<file path="src/verilog/cpso_map.vh">
/* Constants of the configurable status-output pin block: register
   offsets, field positions, reset values, pin function codes and timing.
   Assumes inclusion by bare name from the design file. */
`ifndef CPSO_MAP_VH
`define CPSO_MAP_VH
// ****************************************
// Register byte offsets (APB, 32-bit words)
// ****************************************
`define CPSO_OFS_PINFUNC   8'h00
`define CPSO_OFS_OPTIONS   8'h04
`define CPSO_OFS_DESC      8'h08
`define CPSO_OFS_SERIAL    8'h0C
`define CPSO_OFS_STATUS    8'h10
`define CPSO_OFS_CONTROL   8'h14
// ****************************************
// Option register bits
// ****************************************
`define CPSO_OPT_INV_TXD   0
`define CPSO_OPT_INV_RXD   1
`define CPSO_OPT_INV_RTS   2
`define CPSO_OPT_INV_CTS   3
`define CPSO_OPT_INV_DTR   4
`define CPSO_OPT_INV_DSR   5
`define CPSO_OPT_INV_DCD   6
`define CPSO_OPT_INV_RING  7
`define CPSO_OPT_PULLDOWN  8
`define CPSO_OPT_WAKE      9
`define CPSO_OPT_SERIAL    10
`define CPSO_OPT_DRVSEL    11
`define CPSO_OPT_SELFPWR   12
// ****************************************
// Pin function codes (4 bits per pin)
// ****************************************
`define CPSO_FN_TRISTATE   4'h0
`define CPSO_FN_DRV_EN     4'h1
`define CPSO_FN_DOWN_LED   4'h3
`define CPSO_FN_UP_LED     4'h2
`define CPSO_FN_COMB_LED   4'h4
`define CPSO_FN_SUSPEND_N  4'h5
`define CPSO_FN_CHARGER    4'h6
`define CPSO_FN_CHARGER_N  4'h7
`define CPSO_FN_POWER_EN_N 4'h8
// ****************************************
// Reset values
// ****************************************
`define CPSO_RST_PINFUNC   16'h5231
`define CPSO_RST_OPTIONS   13'h0E00
`define CPSO_RST_USB_VER   16'h0200
`define CPSO_RST_MAX_MA    10'd90
// ****************************************
// Timing
// ****************************************
`define CPSO_CLK_KHZ       200000
`define CPSO_WAKE_MS       20
`define CPSO_LED_MS        5
`define CPSO_LOAD_CYC      16
`endif

</file>
<file path="src/verilog/cpso_top.v">
/* Configurable status-output pins of a USB-to-UART bridge: pin function
   mux, activity one-shots, charger and suspend indicators, line-driver
   enable, UART line inversion, suspend pull-down, remote wakeup and the
   configuration load after reset, with an APB register slave.
   Assumes a 200 MHz clock, inputs synchronous to it, and a UART core that
   flags the lead bit period and the frame itself.
//
// Contract
// - Charger detected while suspended asserts output
// - Pins offer active-high and active-low charger
// - Enumerated, not suspended: charger output inactive
// - Shorted data lines leave device suspended
// - Any pin takes one of three LEDs
// - Upstream LED shows UART-to-host data
// - Downstream LED shows host-to-UART data
// - Combined LED shows either direction
// - Active LED drives low, else high-impedance
// - One-shot stretches LED activity visibly
// - Reload configuration after every reset kind
// - Optional suspend pull-down, default off
// - Ring low while suspended wakes host
// - Suspend indicator low while suspended
// - Default pins: driver, down, up, suspend
// - TXD, RXD, RTS inversion, default off
// - Report USB version 0200, full speed
// - Serial number enabled, factory value
// - Max power 90mA, bus powered default
// - Driver-select flag enabled by default
// - Driver enable: lead bit to stop bit
// - CTS, DTR, DSR, DCD, ring inversion
*/
`timescale 1ns/1ps
`include "cpso_map.vh"
module cpso_top #(
   parameter integer WAKE_CYC = `CPSO_WAKE_MS * `CPSO_CLK_KHZ,
   parameter integer LED_CYC  = `CPSO_LED_MS * `CPSO_CLK_KHZ,
   parameter [31:0]  SERIAL   = 32'h1234ABCD  // Arbitrary factory serial
) (
   // Clock and reset
   input  wire        clk,
   input  wire        reset,
   // APB slave
   input  wire        psel,
   input  wire        penable,
   input  wire        pwrite,
   input  wire [7:0]  paddr,
   input  wire [31:0] pwdata,
   output reg  [31:0] prdata,
   output reg         pready,
   output reg         pslverr,
   // USB core status
   input  wire        usb_suspend,
   input  wire        usb_bus_reset,
   input  wire        charge_port_detect,
   output reg         remote_wake_q,
   // UART core side
   input  wire        core_txd,
   input  wire        core_rts_n,
   input  wire        core_dtr_n,
   input  wire        tx_lead,
   input  wire        tx_frame,
   input  wire        up_byte,
   input  wire        down_byte,
   output reg         core_rxd_q,
   output reg         core_cts_n_q,
   output reg         core_dsr_n_q,
   output reg         core_dcd_n_q,
   output reg         core_ring_n_q,
   // UART pins
   input  wire        rxd_pin,
   input  wire        cts_n_pin,
   input  wire        dsr_n_pin,
   input  wire        carrier_detect_n,
   input  wire        ring_indicate_n,
   output reg         txd_pin_q,
   output reg         rts_n_pin_q,
   output reg         dtr_n_pin_q,
   output reg         uart_pull_down_q,
   // Configurable pins
   output reg  [3:0]  config_io_pin_o_q,
   output reg  [3:0]  config_io_pin_oe_q,
   // Descriptor values
   output reg  [15:0] desc_usb_version_q,
   output reg  [7:0]  desc_max_power_q,
   output reg         desc_self_powered_q,
   output reg         desc_serial_en_q,
   output reg  [31:0] desc_serial_q,
   output reg         serial_port_driver_select,
   output reg         load_done_q
);
   // ****************************************
   // Declarations
   // ****************************************
   reg  [15:0] pinfunc_q;          // Stored configuration
   reg  [12:0] options_q;
   reg  [15:0] usb_ver_q;
   reg  [9:0]  max_ma_q;
   reg  [31:0] serial_q;
   reg  [15:0] act_pinfunc_q;      // Active copy, loaded at scan
   reg  [12:0] act_opt_q;
   reg  [4:0]  load_cnt_q;
   reg         load_busy_q;
   reg         reload_q;
   reg  [31:0] up_cnt_q;
   reg  [31:0] down_cnt_q;
   reg  [31:0] wake_cnt_q;
   reg         wake_armed_q;
   reg         charger_q;
   reg         drv_en_q;
   wire        wr_en;
   wire        rd_ok;
   wire        up_act;
   wire        down_act;
   wire        ring_act;
   wire        susp_pd;

   // Decode a 4-bit function code into pin level and enable {oe, out}
   function [1:0] pin_drive;
      input [3:0] fn;
      input       drv;
      input       up;
      input       down;
      input       susp;
      input       chg;
      begin
         case (fn)
            `CPSO_FN_DRV_EN:     pin_drive = {1'b1, drv};
            `CPSO_FN_DOWN_LED:   pin_drive = {down, 1'b0};
            `CPSO_FN_UP_LED:     pin_drive = {up, 1'b0};
            `CPSO_FN_COMB_LED:   pin_drive = {up | down, 1'b0};
            `CPSO_FN_SUSPEND_N:  pin_drive = {1'b1, ~susp};
            `CPSO_FN_CHARGER:    pin_drive = {1'b1, chg};
            `CPSO_FN_CHARGER_N:  pin_drive = {1'b1, ~chg};
            `CPSO_FN_POWER_EN_N: pin_drive = {1'b1, susp};
            default:             pin_drive = 2'b00;
         endcase
      end
   endfunction

   // ****************************************
   // APB slave
   // ****************************************
   // One wait state keeps prdata and pready straight from flops
   assign wr_en = psel & penable & pready & pwrite;
   assign rd_ok = (paddr == `CPSO_OFS_PINFUNC) | (paddr == `CPSO_OFS_OPTIONS) |
                  (paddr == `CPSO_OFS_DESC) | (paddr == `CPSO_OFS_SERIAL) |
                  (paddr == `CPSO_OFS_STATUS) | (paddr == `CPSO_OFS_CONTROL);

   // Handshake, read data and error answer
   always @(posedge clk) begin
      if (reset) begin
         pready  <= 1'b0;
         pslverr <= 1'b0;
         prdata  <= 32'h0000_0000;
      end else begin
         pready  <= psel & penable & ~pready;
         pslverr <= psel & penable & ~pready & ~rd_ok;
         prdata  <= 32'h0000_0000;
         if (psel & penable & ~pready & ~pwrite) begin
            case (paddr)
               `CPSO_OFS_PINFUNC: prdata <= {16'h0000, pinfunc_q};
               `CPSO_OFS_OPTIONS: prdata <= {19'h00000, options_q};
               `CPSO_OFS_DESC:    prdata <= {usb_ver_q, 6'h00, max_ma_q};
               `CPSO_OFS_SERIAL:  prdata <= serial_q;
               `CPSO_OFS_STATUS:  prdata <= {25'h0000000, remote_wake_q,
                                     drv_en_q, charger_q, down_act, up_act,
                                     usb_suspend, load_done_q};
               default:           prdata <= 32'h0000_0000;
            endcase
         end
      end
   end

   // Stored configuration; it survives a USB reset like real memory does
   always @(posedge clk) begin
      if (reset) begin
         pinfunc_q <= `CPSO_RST_PINFUNC;
         options_q <= `CPSO_RST_OPTIONS;
         usb_ver_q <= `CPSO_RST_USB_VER;
         max_ma_q  <= `CPSO_RST_MAX_MA;
         serial_q  <= SERIAL;
         reload_q  <= 1'b0;
      end else begin
         reload_q <= wr_en & (paddr == `CPSO_OFS_CONTROL) & pwdata[0];
         if (wr_en) begin
            case (paddr)
               `CPSO_OFS_PINFUNC: pinfunc_q <= pwdata[15:0];
               `CPSO_OFS_OPTIONS: options_q <= pwdata[12:0];
               `CPSO_OFS_DESC: begin
                  usb_ver_q <= pwdata[31:16];
                  max_ma_q  <= pwdata[9:0];
               end
               `CPSO_OFS_SERIAL:  serial_q <= pwdata;
               default:           ;
            endcase
         end
      end
   end

   // ****************************************
   // Configuration load
   // ****************************************
   // A scan of fixed length copies stored fields into the active set;
   // pins stay released until it ends
   always @(posedge clk) begin
      if (reset) begin
         load_busy_q <= 1'b1;
         load_cnt_q  <= 5'd0;
         load_done_q <= 1'b0;
      end else if (usb_bus_reset | reload_q) begin
         load_busy_q <= 1'b1;
         load_cnt_q  <= 5'd0;
         load_done_q <= 1'b0;
      end else if (load_busy_q) begin
         load_cnt_q <= load_cnt_q + 5'd1;
         if (load_cnt_q == `CPSO_LOAD_CYC - 1) begin
            load_busy_q <= 1'b0;
            load_done_q <= 1'b1;
         end
      end
   end

   // Active copy and descriptor values, taken at the end of the scan
   always @(posedge clk) begin
      if (reset) begin
         act_pinfunc_q             <= 16'h0000;
         act_opt_q                 <= 13'h0000;
         desc_usb_version_q        <= 16'h0000;
         desc_max_power_q          <= 8'h00;
         desc_self_powered_q       <= 1'b0;
         desc_serial_en_q          <= 1'b0;
         desc_serial_q             <= 32'h0000_0000;
         serial_port_driver_select <= 1'b0;
      end else if (load_busy_q && load_cnt_q == `CPSO_LOAD_CYC - 1) begin
         act_pinfunc_q             <= pinfunc_q;
         act_opt_q                 <= options_q;
         desc_usb_version_q        <= usb_ver_q;
         desc_max_power_q          <= max_ma_q[8:1];
         desc_self_powered_q       <= options_q[`CPSO_OPT_SELFPWR];
         desc_serial_en_q          <= options_q[`CPSO_OPT_SERIAL];
         desc_serial_q             <= serial_q;
         serial_port_driver_select <= options_q[`CPSO_OPT_DRVSEL];
      end
   end

   // ****************************************
   // Activity one-shots
   // ****************************************
   assign up_act   = (up_cnt_q != 32'd0);
   assign down_act = (down_cnt_q != 32'd0);

   // Each byte reloads its counter, so sparse traffic still blinks
   always @(posedge clk) begin
      if (reset) begin
         up_cnt_q   <= 32'd0;
         down_cnt_q <= 32'd0;
      end else begin
         if (up_byte)
            up_cnt_q <= LED_CYC;
         else if (up_act)
            up_cnt_q <= up_cnt_q - 32'd1;
         if (down_byte)
            down_cnt_q <= LED_CYC;
         else if (down_act)
            down_cnt_q <= down_cnt_q - 32'd1;
      end
   end

   // ****************************************
   // Charger, driver enable, remote wakeup
   // ****************************************
   // Charge port shorts the data lines, so the USB core stays suspended;
   // the flag drops as soon as the device leaves suspend
   always @(posedge clk) begin
      if (reset) begin
         charger_q <= 1'b0;
         drv_en_q  <= 1'b0;
      end else begin
         if (!usb_suspend)
            charger_q <= 1'b0;
         else if (charge_port_detect)
            charger_q <= 1'b1;
         drv_en_q <= tx_lead | tx_frame;
      end
   end

   assign ring_act = ring_indicate_n ^ ~act_opt_q[`CPSO_OPT_INV_RING];

   // One wake burst per ring assertion, only while suspended
   always @(posedge clk) begin
      if (reset) begin
         wake_cnt_q    <= 32'd0;
         wake_armed_q  <= 1'b1;
         remote_wake_q <= 1'b0;
      end else begin
         if (!ring_act)
            wake_armed_q <= 1'b1;
         if (wake_cnt_q != 32'd0) begin
            wake_cnt_q    <= wake_cnt_q - 32'd1;
            remote_wake_q <= (wake_cnt_q != 32'd1);
         end else if (usb_suspend && ring_act && wake_armed_q && load_done_q &&
                      act_opt_q[`CPSO_OPT_WAKE]) begin
            wake_cnt_q    <= WAKE_CYC;
            wake_armed_q  <= 1'b0;
            remote_wake_q <= 1'b1;
         end
      end
   end

   // ****************************************
   // UART lines: inversion and suspend pull-down
   // ****************************************
   assign susp_pd = usb_suspend & act_opt_q[`CPSO_OPT_PULLDOWN];

   // Pulled-down outputs go low so the idle lines draw no current
   always @(posedge clk) begin
      if (reset) begin
         txd_pin_q        <= 1'b1;
         rts_n_pin_q      <= 1'b1;
         dtr_n_pin_q      <= 1'b1;
         uart_pull_down_q <= 1'b0;
         core_rxd_q       <= 1'b1;
         core_cts_n_q     <= 1'b1;
         core_dsr_n_q     <= 1'b1;
         core_dcd_n_q     <= 1'b1;
         core_ring_n_q    <= 1'b1;
      end else begin
         uart_pull_down_q <= susp_pd;
         txd_pin_q   <= ~susp_pd & (core_txd ^ act_opt_q[`CPSO_OPT_INV_TXD]);
         rts_n_pin_q <= ~susp_pd & (core_rts_n ^ act_opt_q[`CPSO_OPT_INV_RTS]);
         dtr_n_pin_q <= ~susp_pd & (core_dtr_n ^ act_opt_q[`CPSO_OPT_INV_DTR]);
         core_rxd_q    <= rxd_pin ^ act_opt_q[`CPSO_OPT_INV_RXD];
         core_cts_n_q  <= cts_n_pin ^ act_opt_q[`CPSO_OPT_INV_CTS];
         core_dsr_n_q  <= dsr_n_pin ^ act_opt_q[`CPSO_OPT_INV_DSR];
         core_dcd_n_q  <= carrier_detect_n ^ act_opt_q[`CPSO_OPT_INV_DCD];
         core_ring_n_q <= ~ring_act;
      end
   end

   // ****************************************
   // Configurable pin mux
   // ****************************************
   genvar gi;
   generate
      for (gi = 0; gi < 4; gi = gi + 1) begin : g_pin
         wire [1:0] drive;
         // Function chosen from the active copy; LEDs only pull low
         assign drive = pin_drive(act_pinfunc_q[4*gi+3:4*gi], drv_en_q,
                                  up_act, down_act, usb_suspend, charger_q);
         always @(posedge clk) begin
            if (reset) begin
               config_io_pin_o_q[gi]  <= 1'b0;
               config_io_pin_oe_q[gi] <= 1'b0;
            end else begin
               config_io_pin_o_q[gi]  <= drive[0];
               config_io_pin_oe_q[gi] <= drive[1] & load_done_q;
            end
         end
      end
   endgenerate

endmodule // cpso_top

</file>
<file path="config.mk">
export PLATFORM = sky130hd
export DESIGN_NAME = cpso_top
export DESIGN_NICKNAME = d
export VERILOG_FILES = /design/src/verilog/cpso_top.v
export VERILOG_INCLUDE_DIRS = /design/src /design/src/verilog
export SDC_FILE = /design/constraint.sdc
export NUM_CORES = 1
export LEC_CHECK = 0
export BUFFER_PORTS_ARGS = -buffer_cell sky130_fd_sc_hd__buf_4
export CAP_MARGIN = 40
export CORE_MARGIN = 4
export CORE_UTILIZATION = 41
export CTS_BUF_LIST = sky130_fd_sc_hd__clkbuf_4
export DETAILED_ROUTE_END_ITERATION = 12
export PLACE_DENSITY = 0.71
export SETUP_SLACK_MARGIN = 0.05
export SLEW_MARGIN = 40
export SYNTH_ARGS = -nofsm -noshare
export SYNTH_HDL_FRONTEND = slang
export SYNTH_SLANG_ARGS = --single-unit
</file>
<file path="constraint.sdc">
create_clock -name clk -period 7.1 [get_ports clk]
set_clock_uncertainty 0.15 [all_clocks]
set_input_delay 0.355 -clock clk [delete_from_list [all_inputs] [get_ports clk]]
set_output_delay 0.355 -clock clk [all_outputs]
set_load 0.01 [all_outputs]
</file>
==> Word level (Yosys, flattened, before mapping) <==
Index checks and enable logic that the tools add are counted.
{ "word_totals": {"reg_bits": 331, "in_bits": 60, "out_inout_bits": 112, "wordCells": 170} }
{ "classes": {"n_addsub": 4, "n_eq_ne": 39, "n_mux": 18, "bitwise_logic": 41, "n_reduce_logical": 22} }
{ "ops": {"columns": ["op", "n"], "rows": [
  ["32-bit case mux with 5 select lines", 1],
  ["32-bit nonzero test", 3],
  ["32-bit by 1-bit subtractor with 32-bit output (second input constant)", 3],
  ["20-bit two-way mux", 4],
  ["4-bit by 3-bit equality test with 1-bit output (second input constant)", 16],
  ["32-bit two-way mux", 2],
  ["2-bit case mux with 8 select lines", 4],
  ["4-bit by 2-bit equality test with 1-bit output (second input constant)", 8],
  ["32-bit by 1-bit inequality test with 1-bit output (second input constant)", 1],
  ["1-bit AND", 16],
  ["4-bit by 1-bit equality test with 1-bit output (second input constant)", 4],
  ["4-bit equality test (second input constant)", 4],
  ["8-bit by 4-bit equality test with 1-bit output (second input constant)", 2],
  ["8-bit by 5-bit equality test with 1-bit output (second input constant)", 2],
  ["2-bit AND reduction", 5],
  ["2-bit OR reduction", 5],
  ["1-bit inverter", 9],
  ["8-bit by 3-bit equality test with 1-bit output (second input constant)", 1],
  ["8-bit zero test", 1],
  ["1-bit OR", 8],
  ["1-bit XOR", 8],
  ["1-bit two-way mux", 7],
  ["2-bit nonzero test", 3],
  ["5-bit by 1-bit adder with 5-bit output (second input constant)", 1],
  ["2 further kinds", 6]
]} }

==> Logic depth before layout (Yosys ltp) <==
Gate-level depths: netlist of run 1.
{ "logic_depth": {"ltp_word": 8, "depth_mapped": 9, "mapped_depth_nobuf": 8} }

==> Worst setup path after synthesis of run 1 <==
Ideal clock, no wire load.
{ "synth_timing": {"path_kind": "input port to flip-flop", "from": "in paddr[1]", "to": "reg usb_ver_q[15]", "setup_time_ps": 128, "arrival_ps": 2162, "required_ps": 6822, "path_slack_ps": 4660, "stages": 9, "n_path_buf": 3, "cell_sequence": "or4_4 -> nor3_4 -> and3b_1 -> buf_2 -> and2_1 -> buf_4 -> buf_6 -> mux2i_1 -> nor2_1"} }
{ "synth_between": {"elab_chain_len": 2} }
{ "synth_lines": {"columns": ["item", "line", "source"], "rows": [
  ["start: declaration", "cpso_top.v:46", "input wire [7:0] paddr,"],
  ["8-bit by 4-bit equality test with 1-bit output", "cpso_top.v:186", "case (paddr)"],
  ["2-bit AND reduction (no line)", null, null],
  ["end signal: assignment", "cpso_top.v:179", "usb_ver_q <= `CPSO_RST_USB_VER;"],
  ["end signal: assignment", "cpso_top.v:190", "usb_ver_q <= pwdata[31:16];"],
  ["end: declaration", "cpso_top.v:96", "reg [15:0] usb_ver_q;"]
]} }
Every way passes these cells.
A chain may end at the register's enable or synchronous reset.

==> Worst setup path in the final report of run 1 <==
{ "layout_timing": {"from": "in penable", "to": "reg prdata[11]"} }
{ "layout_between": {"elab_chain_len": 5} }
{ "layout_lines": {"columns": ["item", "line", "source"], "rows": [
  ["start: declaration", "cpso_top.v:44", "input wire penable,"],
  ["1-bit AND (3 in a row)", "cpso_top.v:159", "if (psel & penable & ~pready & ~pwrite) begin"],
  ["1-bit inverter (no line)", null, null],
  ["2-bit OR reduction (no line)", null, null],
  ["end signal: assignment", "cpso_top.v:161", "`CPSO_OFS_PINFUNC: prdata <= {16'h0000, pinfunc_q};"],
  ["end signal: assignment", "cpso_top.v:162", "`CPSO_OFS_OPTIONS: prdata <= {19'h00000, options_q};"],
  ["end signal: assignment", "cpso_top.v:163", "`CPSO_OFS_DESC: prdata <= {usb_ver_q, 6'h00, max_ma_q};"],
  ["end: declaration", "cpso_top.v:48", "output reg [31:0] prdata,"]
]} }
Every way passes these cells.

==> metrics.md, run 1 <==
| Metric | Value |
|---|---|
| Finished Layout Cells | around 2,300 |
| Cells after Synth | 1,577 |
| Clock Power Share | 33.3% |
| First-pass GRT wire length | just under 60 mm |
| Cell internal pwr | between 3000 and 4000 uW |
| Post-DP HPWL | about 24 mm |
| Antenna Nets Post-Route | 0 |
| Crit path max fanout | 24 |
| Core area | ~33,000 um2 |
| Number of CTS-inserted buffers | 86 |
| WHS Path Cells | 3 |
| Status | complete, no violations |
| Net Count, Synth | approximately 1,600 |
| Fillers | around 3,000 |
| Layout area overhead | 23.0% |
| R2R depth | 6 |
| Die Width | between 150 and 200 um |
| RSZ-0062 raised after global routing | false |
| DRC Markers | 0 |
| Fin util | about half |
| Worst skew pair latency | about 0.75 ns |
| Sequential Area | roughly 6600 um2 |
| Largest cells by area after synthesis | dfxtp_1 (49%), nand2_1 (8.5%), nor2_1 (5.5%) |
| Pin count of the biggest net entering global routing | approximately 220 |
| Vias per cell | about 5.2 |
| Crit-path max cell delay | between 0.9 and 1 ns |
| Max rail drop VDD | between 100 and 150 uV |
| Multi-input logic area | between 6000 and 7000 um2 |
| #FFs+latches synth | around 330 |
| Final setup fails | 0 |
| Mean Syn Cell Area | ~8.6 um2 |
| Share of cells above drive strength 1 | a little under a fifth |
| Psw | around 1500 uW |
| Drt wl/cell | approximately 16 um |
| Clock-pin slew of the registers on the worst-case setup and hold paths | roughly 0.060 ns |
| Wirelength, routed | 36.0 mm |
| Row count | 66 |
| Slowest cell on crit path | or4_2 |
| Buffers on Ports | 171 |
| I/O pin count | ~170 |
| Switch share | 31.7% |
| Largest area contributor in the netlist | dfxtp_1 |
| NumNets Final | ~1,900 |
| Post-route cell area | around 17,000 um2 |
| CTS tree | built |
| Tmin final | about 3.1 ns |
| Initial DRC Count | approximately 650 |
| Vert. Die Dim | approximately 190 um |
| Post-synthesis sequential area ratio | around 49% |
| Grt ovf | 0 |
| Critical Path End Type | register |
| Maxcap violations | 0 |
| Total Power | 4590 uW |
| Die area | 36,000 um2 |
| H-Tree Depth | 3 |
| DP Area | roughly 15,000 um2 |
| Antenna violations before repair | 2 |
| Vias | 11,900 |
| Clock sinks | around 330 |
| Power Dens Cells | between 200 and 300 nW/um2 |
| Number of global-route vias before repair | between 10,000 and 15,000 |
| Drt first pass iters | 5 |
| Tightest Pin Transition | ~0.74 ns |
| Total GRT Usage | roughly a fifth |
| Initial core utilization | 41.6% |
| Ys Warns | 0 |
| Post-Place Cells | 2,095 |
| Static Leak | 0.00639 uW |
| Post-synth ARST share | 0% |
| Commonest cells after routing, fill and taps aside | dfxtp_1 (331), nand2_1 (304), nor2_1 (198), buf_4 (174), a21oi_1 (148) |
| Sequential Power Share | 45.3% |
| Setup TNS | 0 ns |
| Slew headroom | between 50 and 60% |
| Root Buffer | clkbuf_4 |
| Arr. time, crit path | ~3.6 ns |
| Most common cell after layout, fill and taps aside | dfxtp_1 |
| CP Launch Type | primary input |
| Final Hold Fails | 0 |
| Fmax | approximately 0.32 GHz |
| Tcrit/Tclk final | 44.3% |
| Synth Cell Area | roughly 14,000 um2 |
| Post-synth top flop | dfxtp_1 |
| Unique cell type count in the Yosys netlist | just over 60 |
| Synth top area share | roughly half |
| Pins over their slew limit | 0 |
| Crit path top cell by count | dlygate4sd3_1 |
| Combinational Power Share | between 20% and 30% |
| RePlAce Congestion | between 0.8 and 0.9 |
| CP Class | primary input to register |
| Setup Buffers After CTS | 0 |
| Critical-path cell list | dlygate4sd3_1, buf_4, nand2_1, dlygate4sd3_1, or3_1, or4_2, nand2b_1, nor2_1 |
| Crit path required time | approximately 7.6 ns |
| Post-synth EDFFs | 0 |
| Hold WC Path Type | primary input to register |
| Clock Path Buffers | 3 |
==> what timing repair did <==
item | in CTS | in global routing
hold buffers | 55 | 0
hold endpoints to repair | 133 | 0
resized for setup | 0 | 0
==> Yosys cell counts (4+ instances only) <==
library cell and instances:
buf_2 6, mux4_2 10, a311oi_1 6, and2_1 9, a21oi_1 148, a211o_1 9
nand2b_1 17, or2_2 7, dfxtp_1 331, nand2_1 306, nor4_1 25, a211oi_1 8
and3_1 13, clkbuf_1 79, or4_1 15, a41oi_1 4, nor3_1 36, nor3b_1 4
o22ai_1 7, inv_1 17, nand3b_1 27, o21ai_0 12, nor2_1 198, xor2_1 31
a22oi_1 26, mux2i_1 40, nor2b_1 13, xnor2_1 52, ha_1 8, nand3_1 19
or3_1 21, buf_1 10, nand4b_1 4, nand4_1 8
==> power by group through the flow <==
stage	Clock [uW]	Combinational [uW]	Sequential (uW)
2_1_floorplan	0	776	2090
3_3_place_gp	0	917	2110
3_5_place_dp	0	943	2120
4_1_cts	1580	973	2080
5_1_grt	1680	1100	2090
6_report	1530	983	2080
==> flip-flops by register name, summed over array words and instances (netlist names), 5 cells and up <==
name,count
serial_q,32
pinfunc_q,16
desc_usb_version_q,16
options_q,13
prdata,32
wake_cnt_q,32
down_cnt_q,32
usb_ver_q,16
up_cnt_q,32
act_opt_q,10
desc_serial_q,32
act_pinfunc_q,16
desc_max_power_q,8
load_cnt_q,5
max_ma_q,10
==> metal layers <==
| layer | track usage (%) | wire length (um) | vias to the layer above |
|---|---|---|---|
| met5 | 0 | 0 | - |
| met4 | 7.76 | 975 | 0 |
| met3 | 5.01 | 2260 | 86 |
| met2 | 31.7 | 16900 | 337 |
| met1 | 25.1 | 15900 | 5597 |
| li1 | - | - | 5865 |
==> logic make-up after synthesis <==
| family | Yosys count | share of synthesized area, % |
|---|---|---|
| fa+ha+maj | 8 | 0.740 |
| compound gates | 239 | 10.5 |
| simple gates | 747 | 26.2 |
| xor+xnor | 83 | 5.37 |
| buf+inv | 118 | 3.53 |
| mux | 51 | 4.71 |
| flops | 331 | 49.0 |
==> worst max-delay path, delay by kind of cell <==
kind / cells / cell delay [ns]
buffers and inverters: 3 / 1.19
and+or+nand+nor: 5 / 2.06
==> cell type report <==
type	count	share of cell area, %
Antenna cell	2	0.0301
Clock buffer	115	5.19
Clock inverter	28	0.805
Inverter	17	0.384
Multi-Input combinational cell	1128	38.8
Sequential cell	331	39.8
Tap cell	442	3.32
Timing Repair Buffer	234	11.7
==> path summary, 6_finish.rpt <==
| path | start | endpoint | slack, ns |
|---|---|---|---|
| setup reg to reg | wake_cnt_q[19] | wake_cnt_q[27] | 4.08 |
| hold / removal | paddr[2] | reload_q | 0.04 |
| setup / recovery | penable | prdata[11] | 3.96 |
| hold reg to reg | pinfunc_q[14] | act_pinfunc_q[14] | 0.30 |
==> metrics by stage <==
step,hold slack (ns),worst slack (ns)
after floorplan,0.286,4.66
after global placement,0.296,3.43
after detailed placement,0.298,3.30
after CTS,0.00742,3.96
after global routing,0.0362,3.82
final,0.0403,3.96
(Power assumes the default switching activity.)
==> run 2: changes to the inputs <==
--- a/config.mk
+++ b/config.mk
@@ -12,7 +12,7 @@
 export CORE_UTILIZATION = 41
 export CTS_BUF_LIST = sky130_fd_sc_hd__clkbuf_4
 export DETAILED_ROUTE_END_ITERATION = 12
-export PLACE_DENSITY = 0.71
+export PLACE_DENSITY = 0.73
 export SETUP_SLACK_MARGIN = 0.05
 export SLEW_MARGIN = 40
 export SYNTH_ARGS = -nofsm -noshare
==> constraint.sdc (replaced) <==
create_clock -name clk -period 2.64 [get_ports clk]
set_clock_uncertainty 0.15 [all_clocks]
set_input_delay 0.132 -clock clk [delete_from_list [all_inputs] [get_ports clk]]
set_output_delay 0.132 -clock clk [all_outputs]
set_load 0.01 [all_outputs]
==> metrics.md, run 2 (synthesis results as in run 1) <==
| Metric | Value |
|---|---|
| Crit path required time | 3.09 ns (was 7.58 ns) |
| I/O pin count | 172 (unchanged) |
| WHS Path Cells | 6 (was 3) |
| RSZ-0062 raised after global routing | false (unchanged) |
| Power Dens Cells | 748 nW/um2 (was 276 nW/um2) |
| Most common cell after layout, fill and taps aside | dfxtp_1 (unchanged) |
| Row count | 66 (unchanged) |
| Vias per cell | 5.20 (was 5.17) |
| Share of cells above drive strength 1 | 20.2% (was 18.5%) |
| Commonest cells after routing, fill and taps aside | dfxtp_1 (330), nand2_1 (304), buf_4 (198), nor2_1 (197), a21oi_1 (148) (was dfxtp_1 (331), nand2_1 (304), nor2_1 (198), buf_4 (174), a21oi_1 (148)) |
| Violations in the final reports | hold timing |
| Drt first pass iters | 5 (unchanged) |
| Antenna violations before repair | 2 (unchanged) |
| Root Buffer | clkbuf_4 (unchanged) |
| Maxcap violations | 0 (unchanged) |
| Fin util | 52.9% (was 51.1%) |
| Antenna Nets Post-Route | 0 (unchanged) |
| Clock sinks | 331 (unchanged) |
| Crit path max fanout | 3 (was 24) |
| Tmin final | around 2.6 ns |
| Critical Path End Type | register (unchanged) |
| Tightest Pin Transition | 0.649 ns (was 0.738 ns) |
| Fmax | between 0.3 and 0.4 GHz |
| Static Leak | 0.00668 uW (was 0.00639 uW) |
| Max rail drop VDD | 566 uV (was 146 uV) |
| Number of CTS-inserted buffers | 87 (was 86) |
| Vias | 12,200 (was 11,900) |
| Slew headroom | 56.7% (was 50.7%) |
| Wirelength, routed | 36.9 mm (was 36.0 mm) |
| Grt ovf | 0 (unchanged) |
| Status | complete, but fails checks (was complete, no violations) |
| CP Launch Type | primary input (unchanged) |
| R2R depth | 8 (was 6) |
| Initial core utilization | 41.6% (unchanged) |
| Die Width | 190 um (unchanged) |
| Core area | 32,500 um2 (unchanged) |
| Layout area overhead | 27.3% (was 23.0%) |
| Total GRT Usage | 20.0% (was 19.6%) |
| Vert. Die Dim | 190 um (unchanged) |
| Min Hold Slack | -0.0766 ns (was 0.0403 ns) |
| H-Tree Depth | 3 (unchanged) |
| RePlAce Congestion | 0.879 (was 0.823) |
| First-pass GRT wire length | 60.0 mm (was 58.6 mm) |
| Worst skew pair latency | 0.72 ns (was 0.75 ns) |
| Final Hold Fails | 10 (was 0) |
| Clock Path Buffers | 3 (unchanged) |
| Initial DRC Count | 960 (was 646) |
| Number of global-route vias before repair | 12,200 (was 11,800) |
| Hold WC Path Type | primary input to register (unchanged) |
| Finished Layout Cells | 2,350 (was 2,297) |
| CTS tree | built (unchanged) |
| DRC Markers | 0 (unchanged) |
| Drt wl/cell | 15.7 um (about the same) |
| Buffers on Ports | 171 (unchanged) |
| Final setup fails | 0 (unchanged) |
| Arr. time, crit path | 3.07 ns (was 3.62 ns) |
| Post-Place Cells | 2,123 (was 2,095) |
| Post-DP HPWL | 24.2 mm (was 24.1 mm) |
| Die area | 36,000 um2 (unchanged) |
| CP Class | primary input to register (unchanged) |
| Pin count of the biggest net entering global routing | 132 (was 215) |
| Clock-pin slew of the registers on the worst-case setup and hold paths | 0.07 ns (was 0.06 ns) |
| Setup TNS | 0 ns (unchanged) |
| Tcrit/Tclk final | between 90% and 100% |
| Pins over their slew limit | 0 (unchanged) |
| NumNets Final | 1,921 (was 1,866) |
run 2: cell types whose count changed in the layout (fill, tap and decap cells not counted), sizes merged:
cell | before | now
clkbuf | 115 | 130
diode | 2 | 1
bufinv | 0 | 1
clkinv | 23 | 9
inv | 20 | 19
buf | 179 | 208
clkinvlp | 2 | 1
dlygate4sd3 | 55 | 80
run 2: path summary, 6_finish.rpt:
path | endpoint | start | slack [ns]
worst max-delay path | reload_q | paddr[5] | 0.02
worst min-delay path | prdata[4] | paddr[1] | -0.08
worst max register to register | options_q[7] | pready | 0.17
worst min register to register | desc_usb_version_q[0] | usb_ver_q[0] | 0.29
run 2: where the power goes:
part	internal [uW]	leakage, uW	total (uW)	switching (uW)
registers	5300	0.00268	5610	310
clock network	2320	0.000638	4360	2030
logic	1330	0.00336	2920	1590
run 2: routing by layer:
| metal | part of all wire, % | up-vias | GRT usage [%] |
|---|---|---|---|
| met1 | 44 | 5784 | 25.5 |
| met2 | 47 | 385 | 32.9 |
| li1 | - | 5961 | - |
| met3 | 6.7 | 86 | 5.23 |
| met5 | 0.054 | - | 0 |
| met4 | 2.7 | 2 | 7.15 |
run 2: worst max-delay path, stage by stage:
cell           delay (ns)
dlygate4sd3_1        0.55
buf_4                0.13
or4_4                0.49
or2_0                0.25
or3b_2               0.54
dlygate4sd3_1        0.61
nor4b_1              0.36
run 2: layout make-up:
cell class,instances,area [um2]
clock buffer,130,976
sequential,331,6630
antenna,1,2.50
timing repair buffer,288,2460
tap,442,553
inverter,17,63.8
clock inverter,13,85.1
multi-input combinational,1128,6450
fill,2974,15300
run 2: through the flow:
stage | total power (uW) | setup WS (ns) | cell area (um2)
5_1_grt | 13600 | 0.0613 | 17200
3_3_place_gp | 8270 | 0.136 | 15300
6_report | 12900 | 0.0213 | 17200
3_5_place_dp | 8320 | 0.0708 | 15300
2_1_floorplan | 7720 | 0.292 | 13500
4_1_cts | 12800 | 0.0687 | 17200
run 2: repair_timing:
item / CTS / global route
cloned: 0 / 0
hold buffers: 79 / 2
gates resized for setup: 1 / 9
endpoints found under the setup margin: 3 / 40
setup buffers: 0 / 3
endpoints found under the hold margin: 274 / 11
pin swaps: 0 / 5
